===== src/tae_pkg.sv =====
// constants and types, including the pin synchroniser state, for the timer/event counter channel
`default_nettype none
package tae_pkg;
    localparam int CNT_W = 16;                        // counter width
    localparam logic [15:0] ALL_ONES = 16'hffff;      // read value at underflow reload
    localparam logic [15:0] ALL_ZERO = 16'h0000;      // read value at overflow reload
    localparam logic [15:0] COUNT_RST = 16'h0000;     // counter and latch after reset
    localparam logic [15:0] ONE = 16'h0001;           // count step
    localparam logic [3:0] PRESCALE_LAST = 4'h7;      // internal count source = clock / 8
    localparam logic [3:0] PRESCALE_RST = 4'h0;       // prescaler after reset
    localparam logic [1:0] SYNC_RST = 2'h0;           // synchroniser stages after reset

    // run state, one-hot
    typedef enum logic [1:0] {
        TAE_HALTED = 2'b01,
        TAE_RUNNING = 2'b10
    } tae_run_t;

    // static mode selection, same clock domain as the counter
    typedef struct packed {
        logic eventMode;   // 1: count pin pulses, 0: count internal source
        logic quadMode;    // two-phase input on both channel pins
        logic freeRun;     // no reload on wrap in event mode
        logic countUp;     // single-phase event direction
        logic fallEdge;    // single-phase event edge select
        logic outEnable;   // toggle output pin on each wrap, except in two-phase mode
    } tae_mode_t;

    // state of the channel, all but the pin synchroniser stages
    typedef struct packed {
        logic [15:0] count;
        logic [15:0] reload;
        tae_run_t run;
        logic [3:0] prescale;
        logic [15:0] readData;
        logic readValid;
        logic pulseOut;
        logic pulseOutEn;
        logic reloadEvent;
        logic prevA;
    } tae_state_t;

    // synchroniser state
    typedef struct packed {
        logic [1:0] s1;
        logic [1:0] s2;
    } tae_sync_t;
endpackage : tae_pkg
`default_nettype wire


===== src/tae_pin_sync.sv =====
// two-flop synchroniser for the two channel pins
`timescale 1ns/100ps
`default_nettype none
module tae_pin_sync (
    input wire logic clock,
    input wire logic reset,
    input wire logic [1:0] pinIn,
    output logic [1:0] pinOut
);
    tae_pkg::tae_sync_t st_r;   // stage state
    tae_pkg::tae_sync_t st_nxt; // next stage state

    // first stage only feeds the second
    always_comb
    begin
        st_nxt.s1 = pinIn;
        st_nxt.s2 = st_r.s1;
    end

    // stage registers
    always_ff @(posedge clock)
    begin
        if (reset)
        begin
            st_r <= {tae_pkg::SYNC_RST, tae_pkg::SYNC_RST};
        end
        else
        begin
            st_r <= st_nxt;
        end
    end

    assign pinOut = st_r.s2;
endmodule : tae_pin_sync
`default_nettype wire


===== src/tae_timer_event_counter.sv =====
// 16-bit timer / event counter channel with reload latch and live read
`timescale 1ns/100ps
`default_nettype none
module tae_timer_event_counter (
    input wire logic clock,
    input wire logic reset,
    input wire tae_pkg::tae_mode_t mode,
    input wire logic timerWrite,
    input wire logic [15:0] timerWriteData,
    input wire logic timerRead,
    output logic [15:0] readData,
    output logic readValid,
    input wire logic startWrite,
    input wire logic startValue,
    output logic countStart,
    input wire logic channelPulseInput,
    input wire logic channelPulseOutputIn,
    output logic channelPulseOutput,
    output logic channelPulseOutputEn,
    output logic reloadEvent
);
    tae_pkg::tae_state_t st_r;   // registered state
    tae_pkg::tae_state_t st_nxt; // next state
    logic [1:0] pinSync;         // synchronised {output pin, input pin}
    logic pinA;                  // synced input pin
    logic pinB;                  // synced output pin, second phase
    logic running;               // counting in progress
    logic tick;                  // internal count source pulse
    logic step;                  // one count this cycle
    logic up;                    // count direction
    logic underflow;             // down count past zero
    logic overflow;              // up count past all ones
    logic reloadNow;             // counter takes the latch this cycle

    // add or subtract one, wrapping at 16 bits
    function automatic logic [15:0] stepValue(input logic [15:0] value, input logic dirUp);
        logic [15:0] result;
        result = dirUp ? value + tae_pkg::ONE : value - tae_pkg::ONE;
        return result;
    endfunction : stepValue

    // pins are asynchronous, so both pass two flops
    tae_pin_sync pinSyncInst (
        .clock(clock),
        .reset(reset),
        .pinIn({channelPulseOutputIn, channelPulseInput}),
        .pinOut(pinSync)
    );
    assign pinA = pinSync[0];
    assign pinB = pinSync[1];
    assign running = (st_r.run == tae_pkg::TAE_RUNNING);

    // count source and wrap detection
    always_comb
    begin
        tick = running && !mode.eventMode && (st_r.prescale == tae_pkg::PRESCALE_LAST);
        step = 1'b0;
        up = 1'b0;
        if (running)
        begin
            if (!mode.eventMode)
            begin
                // timer mode always counts down
                step = tick;
            end
            else if (mode.quadMode)
            begin
                // phase b level at a's rising edge gives direction; relies on
                // the source keeping the phases apart
                step = pinA && !st_r.prevA;
                up = !pinB;
            end
            else
            begin
                // single phase, edge chosen by mode
                step = mode.fallEdge ? (!pinA && st_r.prevA) : (pinA && !st_r.prevA);
                up = mode.countUp;
            end
        end
        underflow = step && !up && (st_r.count == tae_pkg::ALL_ZERO);
        overflow = step && up && (st_r.count == tae_pkg::ALL_ONES);
        // free run only exists in event mode; timer mode always reloads
        reloadNow = (underflow || overflow) && !(mode.eventMode && mode.freeRun);
    end

    // next state
    always_comb
    begin
        st_nxt = st_r;
        st_nxt.prevA = pinA;
        st_nxt.readValid = timerRead;
        st_nxt.reloadEvent = reloadNow;
        // output pin is an input while two-phase counting
        st_nxt.pulseOutEn = mode.outEnable && !mode.quadMode;

        // start flag from software; reset leaves it halted
        if (startWrite)
        begin
            st_nxt.run = startValue ? tae_pkg::TAE_RUNNING : tae_pkg::TAE_HALTED;
        end

        // prescaler only runs while counting in timer mode
        if (running && !mode.eventMode)
        begin
            st_nxt.prescale = tick ? tae_pkg::PRESCALE_RST : st_r.prescale + 4'h1;
        end
        else
        begin
            st_nxt.prescale = tae_pkg::PRESCALE_RST;
        end

        // counting
        if (reloadNow)
        begin
            st_nxt.count = st_r.reload;
        end
        else if (step)
        begin
            st_nxt.count = stepValue(st_r.count, up);
        end

        // each wrap toggles the output pin while its drive is enabled
        if ((underflow || overflow) && st_nxt.pulseOutEn)
        begin
            st_nxt.pulseOut = !st_r.pulseOut;
        end

        // writes: latch always, counter only while halted; a free-run stop
        // leaves the wrapped count, hence software rewrites before restart
        if (timerWrite)
        begin
            st_nxt.reload = timerWriteData;
            if (!running)
            begin
                st_nxt.count = timerWriteData;
            end
        end

        // read captures live count, or the fixed value at the reload moment
        if (timerRead)
        begin
            if (reloadNow && underflow)
            begin
                st_nxt.readData = tae_pkg::ALL_ONES;
            end
            else if (reloadNow)
            begin
                st_nxt.readData = tae_pkg::ALL_ZERO;
            end
            else
            begin
                st_nxt.readData = st_r.count;
            end
        end
    end

    // single state register
    always_ff @(posedge clock)
    begin
        if (reset)
        begin
            st_r.count <= tae_pkg::COUNT_RST;
            st_r.reload <= tae_pkg::COUNT_RST;
            st_r.run <= tae_pkg::TAE_HALTED;
            st_r.prescale <= tae_pkg::PRESCALE_RST;
            st_r.readData <= tae_pkg::COUNT_RST;
            st_r.readValid <= 1'b0;
            st_r.pulseOut <= 1'b0;
            st_r.pulseOutEn <= 1'b0;
            st_r.reloadEvent <= 1'b0;
            st_r.prevA <= 1'b0;
        end
        else
        begin
            case (st_nxt.run)
                tae_pkg::TAE_HALTED: st_r <= st_nxt;
                tae_pkg::TAE_RUNNING: st_r <= st_nxt;
                default:
                begin
                    // illegal run code falls back to halted
                    st_r <= st_nxt;
                    st_r.run <= tae_pkg::TAE_HALTED;
                end
            endcase
        end
    end

    assign readData = st_r.readData;
    assign readValid = st_r.readValid;
    assign countStart = st_r.run[1]; // one-hot running bit, straight from the flop
    assign channelPulseOutput = st_r.pulseOut;
    assign channelPulseOutputEn = st_r.pulseOutEn;
    assign reloadEvent = st_r.reloadEvent;

    // checks
    property p_startLow;
        @(posedge clock) disable iff (reset) $past(reset) |-> !countStart;
    endproperty
    a_startLow: assert property (p_startLow) else $error("start flag set after reset");

    property p_liveRead;
        @(posedge clock) disable iff (reset)
            (timerRead && !reloadNow) |=> (readData == $past(st_r.count)) && readValid;
    endproperty
    a_liveRead: assert property (p_liveRead) else $error("read not live count");

    property p_underRead;
        @(posedge clock) disable iff (reset)
            (timerRead && reloadNow && underflow) |=> readData == 16'hffff;
    endproperty
    a_underRead: assert property (p_underRead) else $error("underflow read not ones");

    property p_overRead;
        @(posedge clock) disable iff (reset)
            (timerRead && reloadNow && overflow) |=> readData == 16'h0000;
    endproperty
    a_overRead: assert property (p_overRead) else $error("overflow read not zero");

    property p_haltedReadBack;
        @(posedge clock) disable iff (reset)
            (!running && timerWrite && !startWrite) ##1 (timerRead && !running)
            |=> readData == $past(timerWriteData, 2);
    endproperty
    a_haltedReadBack: assert property (p_haltedReadBack) else $error("halted readback wrong");

    property p_haltedLoad;
        @(posedge clock) disable iff (reset)
            (!running && timerWrite) |=>
            (st_r.count == $past(timerWriteData)) && (st_r.reload == $past(timerWriteData));
    endproperty
    a_haltedLoad: assert property (p_haltedLoad) else $error("halted write not loaded");

    property p_runWriteLatch;
        @(posedge clock) disable iff (reset)
            (running && timerWrite && !reloadNow && !step) |=>
            (st_r.reload == $past(timerWriteData)) && $stable(st_r.count);
    endproperty
    a_runWriteLatch: assert property (p_runWriteLatch) else $error("running write hit counter");

    property p_reloadTakes;
        @(posedge clock) disable iff (reset)
            (reloadNow && !timerWrite) |=> reloadEvent && (st_r.count == $past(st_r.reload));
    endproperty
    a_reloadTakes: assert property (p_reloadTakes) else $error("reload not taken");
endmodule : tae_timer_event_counter
`default_nettype wire


===== config.mk =====
export PLATFORM = sky130hd
export DESIGN_NAME = tae_timer_event_counter
export DESIGN_NICKNAME = d
export VERILOG_FILES = /design/src/tae_pkg.sv /design/src/tae_pin_sync.sv /design/src/tae_timer_event_counter.sv
export SDC_FILE = /design/constraint.sdc
export NUM_CORES = 1
export LEC_CHECK = 0
export BUFFER_PORTS_ARGS = -buffer_cell sky130_fd_sc_hd__buf_2
export CAP_MARGIN = 20
export CORE_MARGIN = 4
export CORE_UTILIZATION = 55
export DETAILED_ROUTE_END_ITERATION = 7
export PLACE_DENSITY = 0.83
export REMOVE_ABC_BUFFERS = 1
export SYNTH_ARGS = -nofsm -noshare
export SYNTH_HDL_FRONTEND = slang
export SYNTH_SLANG_ARGS = --single-unit

===== constraint.sdc =====
create_clock -name clock -period 5.02 [get_ports clock]
set_clock_uncertainty 0.2 [all_clocks]
set_input_delay 0 -clock clock [delete_from_list [all_inputs] [get_ports clock]]
set_output_delay 0 -clock clock [all_outputs]
set_load 0.05 [all_outputs]

After elaboration in Yosys (flattened, before gate mapping) --
Cells that the tools add are included.
Cells by class: add/subtract/negate cells 3, equality and inequality tests 5, muxes and demuxes 20, bitwise gates (word level) 1, reduce and logical (&&, ||, !) cells 25
Operator list (count):
- $mux W16 | 7
- $mux W32 | 1
- $add A16 B1 Y16 const B | 1
- $eq A16 B16 Y1 const B | 1
- $logic_not A16 Y1 | 1
- $sub A16 B1 Y16 const B | 1
- $logic_and A1 B1 Y1 | 13
- $logic_not A1 Y1 | 8
- $mux W1 | 8
- $mux W4 | 2
- $add A4 B1 Y4 const B | 1
- $eq A2 B2 Y1 const B | 2
- $eq A4 B3 Y1 const B | 1
- $mux W2 | 2
- $reduce_or A2 Y1 | 2
- $eq A2 B1 Y1 const B | 1
- $logic_or A1 B1 Y1 | 1
- $not A1 Y1 | 1
Storage, ports and cells: flip-flop bits (word level) 63, bits of input ports 30, output and inout port bits 21, logic and storage cells 66

Longest topological paths before layout --
word-level depth 13, gate-level depth with buffers 12, depth with buffers taken out 11

Cells and area by module --
Synthesis repeated with hierarchy kept, for this count alone.
Second synthesis, totals: cell total of the unflattened synthesis 423, area total of the unflattened synthesis 3549.7 µm²
By module, submodules not included:
- tae_timer_event_counter | instances 1, cells an instance 415, area each 3444.6 µm², sequential area each 1181.1 µm²
- tae_pin_sync | instances 1, cells an instance 8, area each 105.1 µm², sequential area each 80.1 µm²

Worst setup path after synthesis --
OpenSTA, ideal clock, no wires.
path kind register to register, start point register st_r (netlist bit countStart), end point register st_r[56] in the netlist's numbering, setup time 125 ps, data arrival time 3407 ps, data required time 4695 ps, setup slack 1287 ps, stages on the path, launching flop included 12, buffers on the path 0, clock period less this slack 3733 ps, cell sequence dfxtp_1 -> nand3b_1 -> a211oi_2 -> inv_1 -> ha_1 -> and2_1 -> a221oi_1 -> a21oi_1 -> o22a_1 -> or4_1 -> nand3_1 -> o21ai_0
On the way: cells in the longest elaborated chain, start to end 12, elaborated cells between the ends (all ways) 18, those cells by class eq/ne: 1; mux: 8; reduce/logical: 9
RTL lines:
- start, declared | RTL line tae_timer_event_counter.sv:22 | tae_pkg::tae_state_t st_r;
- start signal, assigned | RTL line tae_timer_event_counter.sv:176 | tae_pkg::TAE_HALTED: st_r <= st_nxt;
- start signal, assigned | RTL line tae_timer_event_counter.sv:177 | tae_pkg::TAE_RUNNING: st_r <= st_nxt;
- start signal, assigned | RTL line tae_timer_event_counter.sv:181 | st_r <= st_nxt;
- $eq A2 B2 Y1 (*) | RTL line tae_timer_event_counter.sv:51 | assign running = (st_r.run == tae_pkg::TAE_RUNNING);
- $logic_and A1 B1 Y1 (2 in series) | RTL line tae_timer_event_counter.sv:56 | tick = running && !mode.eventMode && (st_r.prescale == tae_pkg::PRESCALE_LAST);
- $mux W1 | RTL line tae_timer_event_counter.sv:61 | if (!mode.eventMode)
- $mux W1 | RTL line tae_timer_event_counter.sv:59 | if (running)
- $logic_and A1 B1 Y1 (on tied branches) (2 in series) | RTL line tae_timer_event_counter.sv:80, tae_timer_event_counter.sv:81
- $logic_or A1 B1 Y1 | RTL line tae_timer_event_counter.sv:83 | reloadNow = (underflow || overflow) && !(mode.eventMode && mode.freeRun);
- $logic_and A1 B1 Y1 | RTL line tae_timer_event_counter.sv:83
- $mux W16 | RTL line tae_timer_event_counter.sv:113 | if (reloadNow)
- $mux W16 | RTL line tae_timer_event_counter.sv:133 | if (!running)
- $mux W32 (*) | RTL line tae_timer_event_counter.sv:130 | if (timerWrite)
Mark *: on every way between the ends. The rest lies on a longest branch, timed or not. A chain may end at the register's enable or synchronous reset.

Worst setup path in the final report --
start point register st_r[25] in the netlist's numbering, end point register st_r[57] in the netlist's numbering
The elaborated chain is that of the path after synthesis.

==> results.sh <==
export IMPL_grt_max_degree=58
export IMPL_path_max_fanout=16
export IMPL_p_leak_uw=0.00175
export IMPL_yosys_top_cells_area="dfxtp_1 36%, nor2_1 6.8%, ha_1 6.0%, mux2i_1 5.4%, a211oi_1 4.5%"
export IMPL_vias_per_cell=5.86
export IMPL_clkTransAtPathRegs_ns=0.07
export IMPL_synthesis_area_mm2=0.00353
export IMPL_dp_hpwl_um=5960
export IMPL_syn_inst=412
export IMPL_cts_resized=0
export IMPL_endpoint_kind="flop"
export IMPL_peakVddDrop_uv=191
export IMPL_final_period_utilization_pct=76.5
export IMPL_grt_pass1_wl_um=14700
export IMPL_start_util_pct=58.2
export IMPL_drive_gt1_share_pct=16.1
export IMPL_crit_start="st_r[25]$_SDFF_PP1_"
export IMPL_drt_pre_antenna_iters=8
export IMPL_synth_edf_count=0
export IMPL_synth_area_leader_cell="dfxtp_1"
export IMPL_cap_violations=0
export IMPL_ant_nets=0
export IMPL_ys_seq_elements=63
export IMPL_clockRootBuffer="clkbuf_8"
export IMPL_postCtsSetupBuffers=0
export IMPL_synth_main_ff_cell="dfxtp_1"
export IMPL_io_pins=51
export IMPL_worstPathArrival_ns=3.89
export IMPL_routedWlPerCell_um=16.3
export IMPL_avgSynthCellArea_um2=8.56
export IMPL_synth_top_area_share_pct=35.8
export IMPL_ys_top_cells_by_count="64 x nor2_1, 63 x dfxtp_1, 37 x nand2_1"
export IMPL_ctsHoldBuffers=25
export IMPL_worstSetupStartpointType="flop"
export IMPL_powerDensity_mw_per_mm2=301
export IMPL_seq_area_frac_synth_pct=35.8
export IMPL_rr_endpoint="st_r[57]$_SDFF_PP0_"
export IMPL_vias=3174
export IMPL_syn2layout_area_growth_pct=16.5
export IMPL_detail_route_iter0_violations=193
export IMPL_grt_pass1_vias=3102
export IMPL_wl_um=8830
export IMPL_r2r_slack_ns=1.18
export IMPL_yosysMostFrequentCell="nor2_1"
export IMPL_ctsHtreeMaxLevel=3
export IMPL_grt_usage_pct=24.2
export IMPL_async_reset_ff_share_pct=0
export IMPL_rr_startpoint="st_r[25]$_SDFF_PP1_"
export IMPL_io_buffers=50
export IMPL_cts_sinks=63
export IMPL_total_power_uw=1230
export IMPL_cp_required_ns=5.07
export IMPL_dieArea_mm2=0.00776
export IMPL_fin_crit_ns=3.84
export IMPL_hp_class="in2reg"
export IMPL_insertion_delay_ns=0.33
export IMPL_die_w_um=88.1
export IMPL_fillers=518
export IMPL_fp_dieH_um=88.1
export IMPL_gp_congestion=0.901
export IMPL_fin_setup_tns_ns=0
export IMPL_cts_tree="built"
export IMPL_fmax_ghz=0.261
export IMPL_setup_viol_count_final=0
export IMPL_cts_buffers_inserted=9
export IMPL_ys_warn_count=0
export IMPL_maxSlewViolCount=0
export IMPL_tightest_slew_ns=1.17
export IMPL_fp_row_count=28
export IMPL_maxSlewHeadroom_pct=22.2
export IMPL_hold_violations=0
export IMPL_antenna_cells=0
export IMPL_clk_path_buf_depth=2
export IMPL_crit_end="st_r[57]$_SDFF_PP0_"
export IMPL_yosysUniqueCellTypes=56
export IMPL_grt_setup_unrepaired="no"
export IMPL_fin_nets=510
export IMPL_core_mm2=0.00606
export IMPL_status="completed"
export IMPL_antenna_found_initial=0
export IMPL_crit_type="reg2reg"
export IMPL_r2r_cells=10
export IMPL_drc_errors=0
export IMPL_overflow=0
[metrics by stage]
step	setup WS (ns)	hold WS [ns]	util [%]	instances	area [um^2]
5_1_grt	0.891	0.0470	67.8	542	4110
3_5_place_dp	1.24	0.0323	60.5	501	3670
3_3_place_gp	1.39	0.00760	60.5	501	3670
2_1_floorplan	1.28	-0.138	-	374	3310
4_1_cts	1.22	0.0132	67.8	542	4110
6_report	1.18	0.0248	67.8	542	4110
[power breakdown]
| group | total (uW) | switching (uW) | internal [uW] |
|---|---|---|---|
| sequential | 551 | 24.3 | 527 |
| combinational | 253 | 146 | 107 |
| clock | 430 | 189 | 241 |
[per-layer routing]
layer	GRT usage (%)	up-vias	share of wire, %
met4	7.69	0	0.85
met3	5.83	8	6.2
met1	31.3	1477	46
li1	-	1585	-
met2	39.7	104	47
met5	0	-	0
[worst min path at each step]
| stage | slack [ns] | endpoint | cells past startpoint | startpoint |
|---|---|---|---|---|
| 2_1_floorplan | -0.14 | st_r[46]$_SDFF_PP0_ | 1 | reset |
| 3_3_place_gp | 0.008 | pinSyncInst.st_nxt[1]$_SDFF_PP0_ | 2 | channelPulseOutputIn |
| 3_5_place_dp | 0.03 | st_r[49]$_SDFF_PP0_ | 3 | timerWriteData[6] |
| 4_1_cts | 0.01 | st_r[40]$_SDFFE_PP0P_ | 3 | timerWrite |
| 5_1_grt | 0.05 | st_r[39]$_SDFFE_PP0P_ | 3 | timerWrite |
| 6_report | 0.02 | st_r[39]$_SDFFE_PP0P_ | 3 | timerWrite |
[final cells by class]
type,count,area [um^2],share of cell area [%]
clock inverter,4,45.0,1.10
sequential,63,1260,30.7
clock buffer,12,145,3.53
timing repair buffer,77,515,12.6
multi-input combinational,306,2030,49.4
tap,75,93.8,2.29
inverter,5,18.8,0.457
[layout by cell type, fill, tap and decap left out, types with 4 or more instances in the layout]
master	instances
nor3_1	6
o31ai_1	4
a221oi_1	5
buf_2	50
nor2b_1	10
a21o_1	8
xnor2_1	10
dlygate4sd3_1	25
a211oi_1	21
nand4_1	7
mux2i_1	19
clkbuf_8	10
ha_1	17
nor4_1	4
nor2_1	64
o21ai_0	12
o21a_1	5
o211ai_2	4
nand2_1	37
dfxtp_1	63
inv_1	5
a32oi_1	4
nand3_1	5
a211o_1	4
nand2b_1	4
a21oi_1	8
and3_1	5
[critical path, stage by stage, from the launching register on]
cell	delay, ns
dfxtp_1	0.32
nand3b_1	0.23
a211oi_2	0.46
inv_1	0.41
ha_1	0.52
a2111oi_0	0.50
o211ai_1	0.26
a221oi_1	0.36
xnor2_1	0.16
o21ai_0	0.10
a211oi_1	0.22
[state kept, by name (all words and copies together), names as in the netlist]
name,count
channelPulseOutputEn,1
countStart,1
pinSyncInst.st_nxt,2
readData,16
reloadEvent,1
channelPulseOutput,1
st_r,38
pinSyncInst.pinOut,2
readValid,1
[logic make-up after synthesis]
kind of cell,Yosys count,share of synthesized area (%)
multiplexers,20,5.82
flip-flops,63,35.8
XOR/XNOR,13,3.23
buffers and inverters,43,6.74
adder cells (fa/ha/maj),18,6.60
AO/OA/AOI/OAI,102,22.0
AND/OR/NAND/NOR,153,19.9
(Power assumes the default switching activity.)
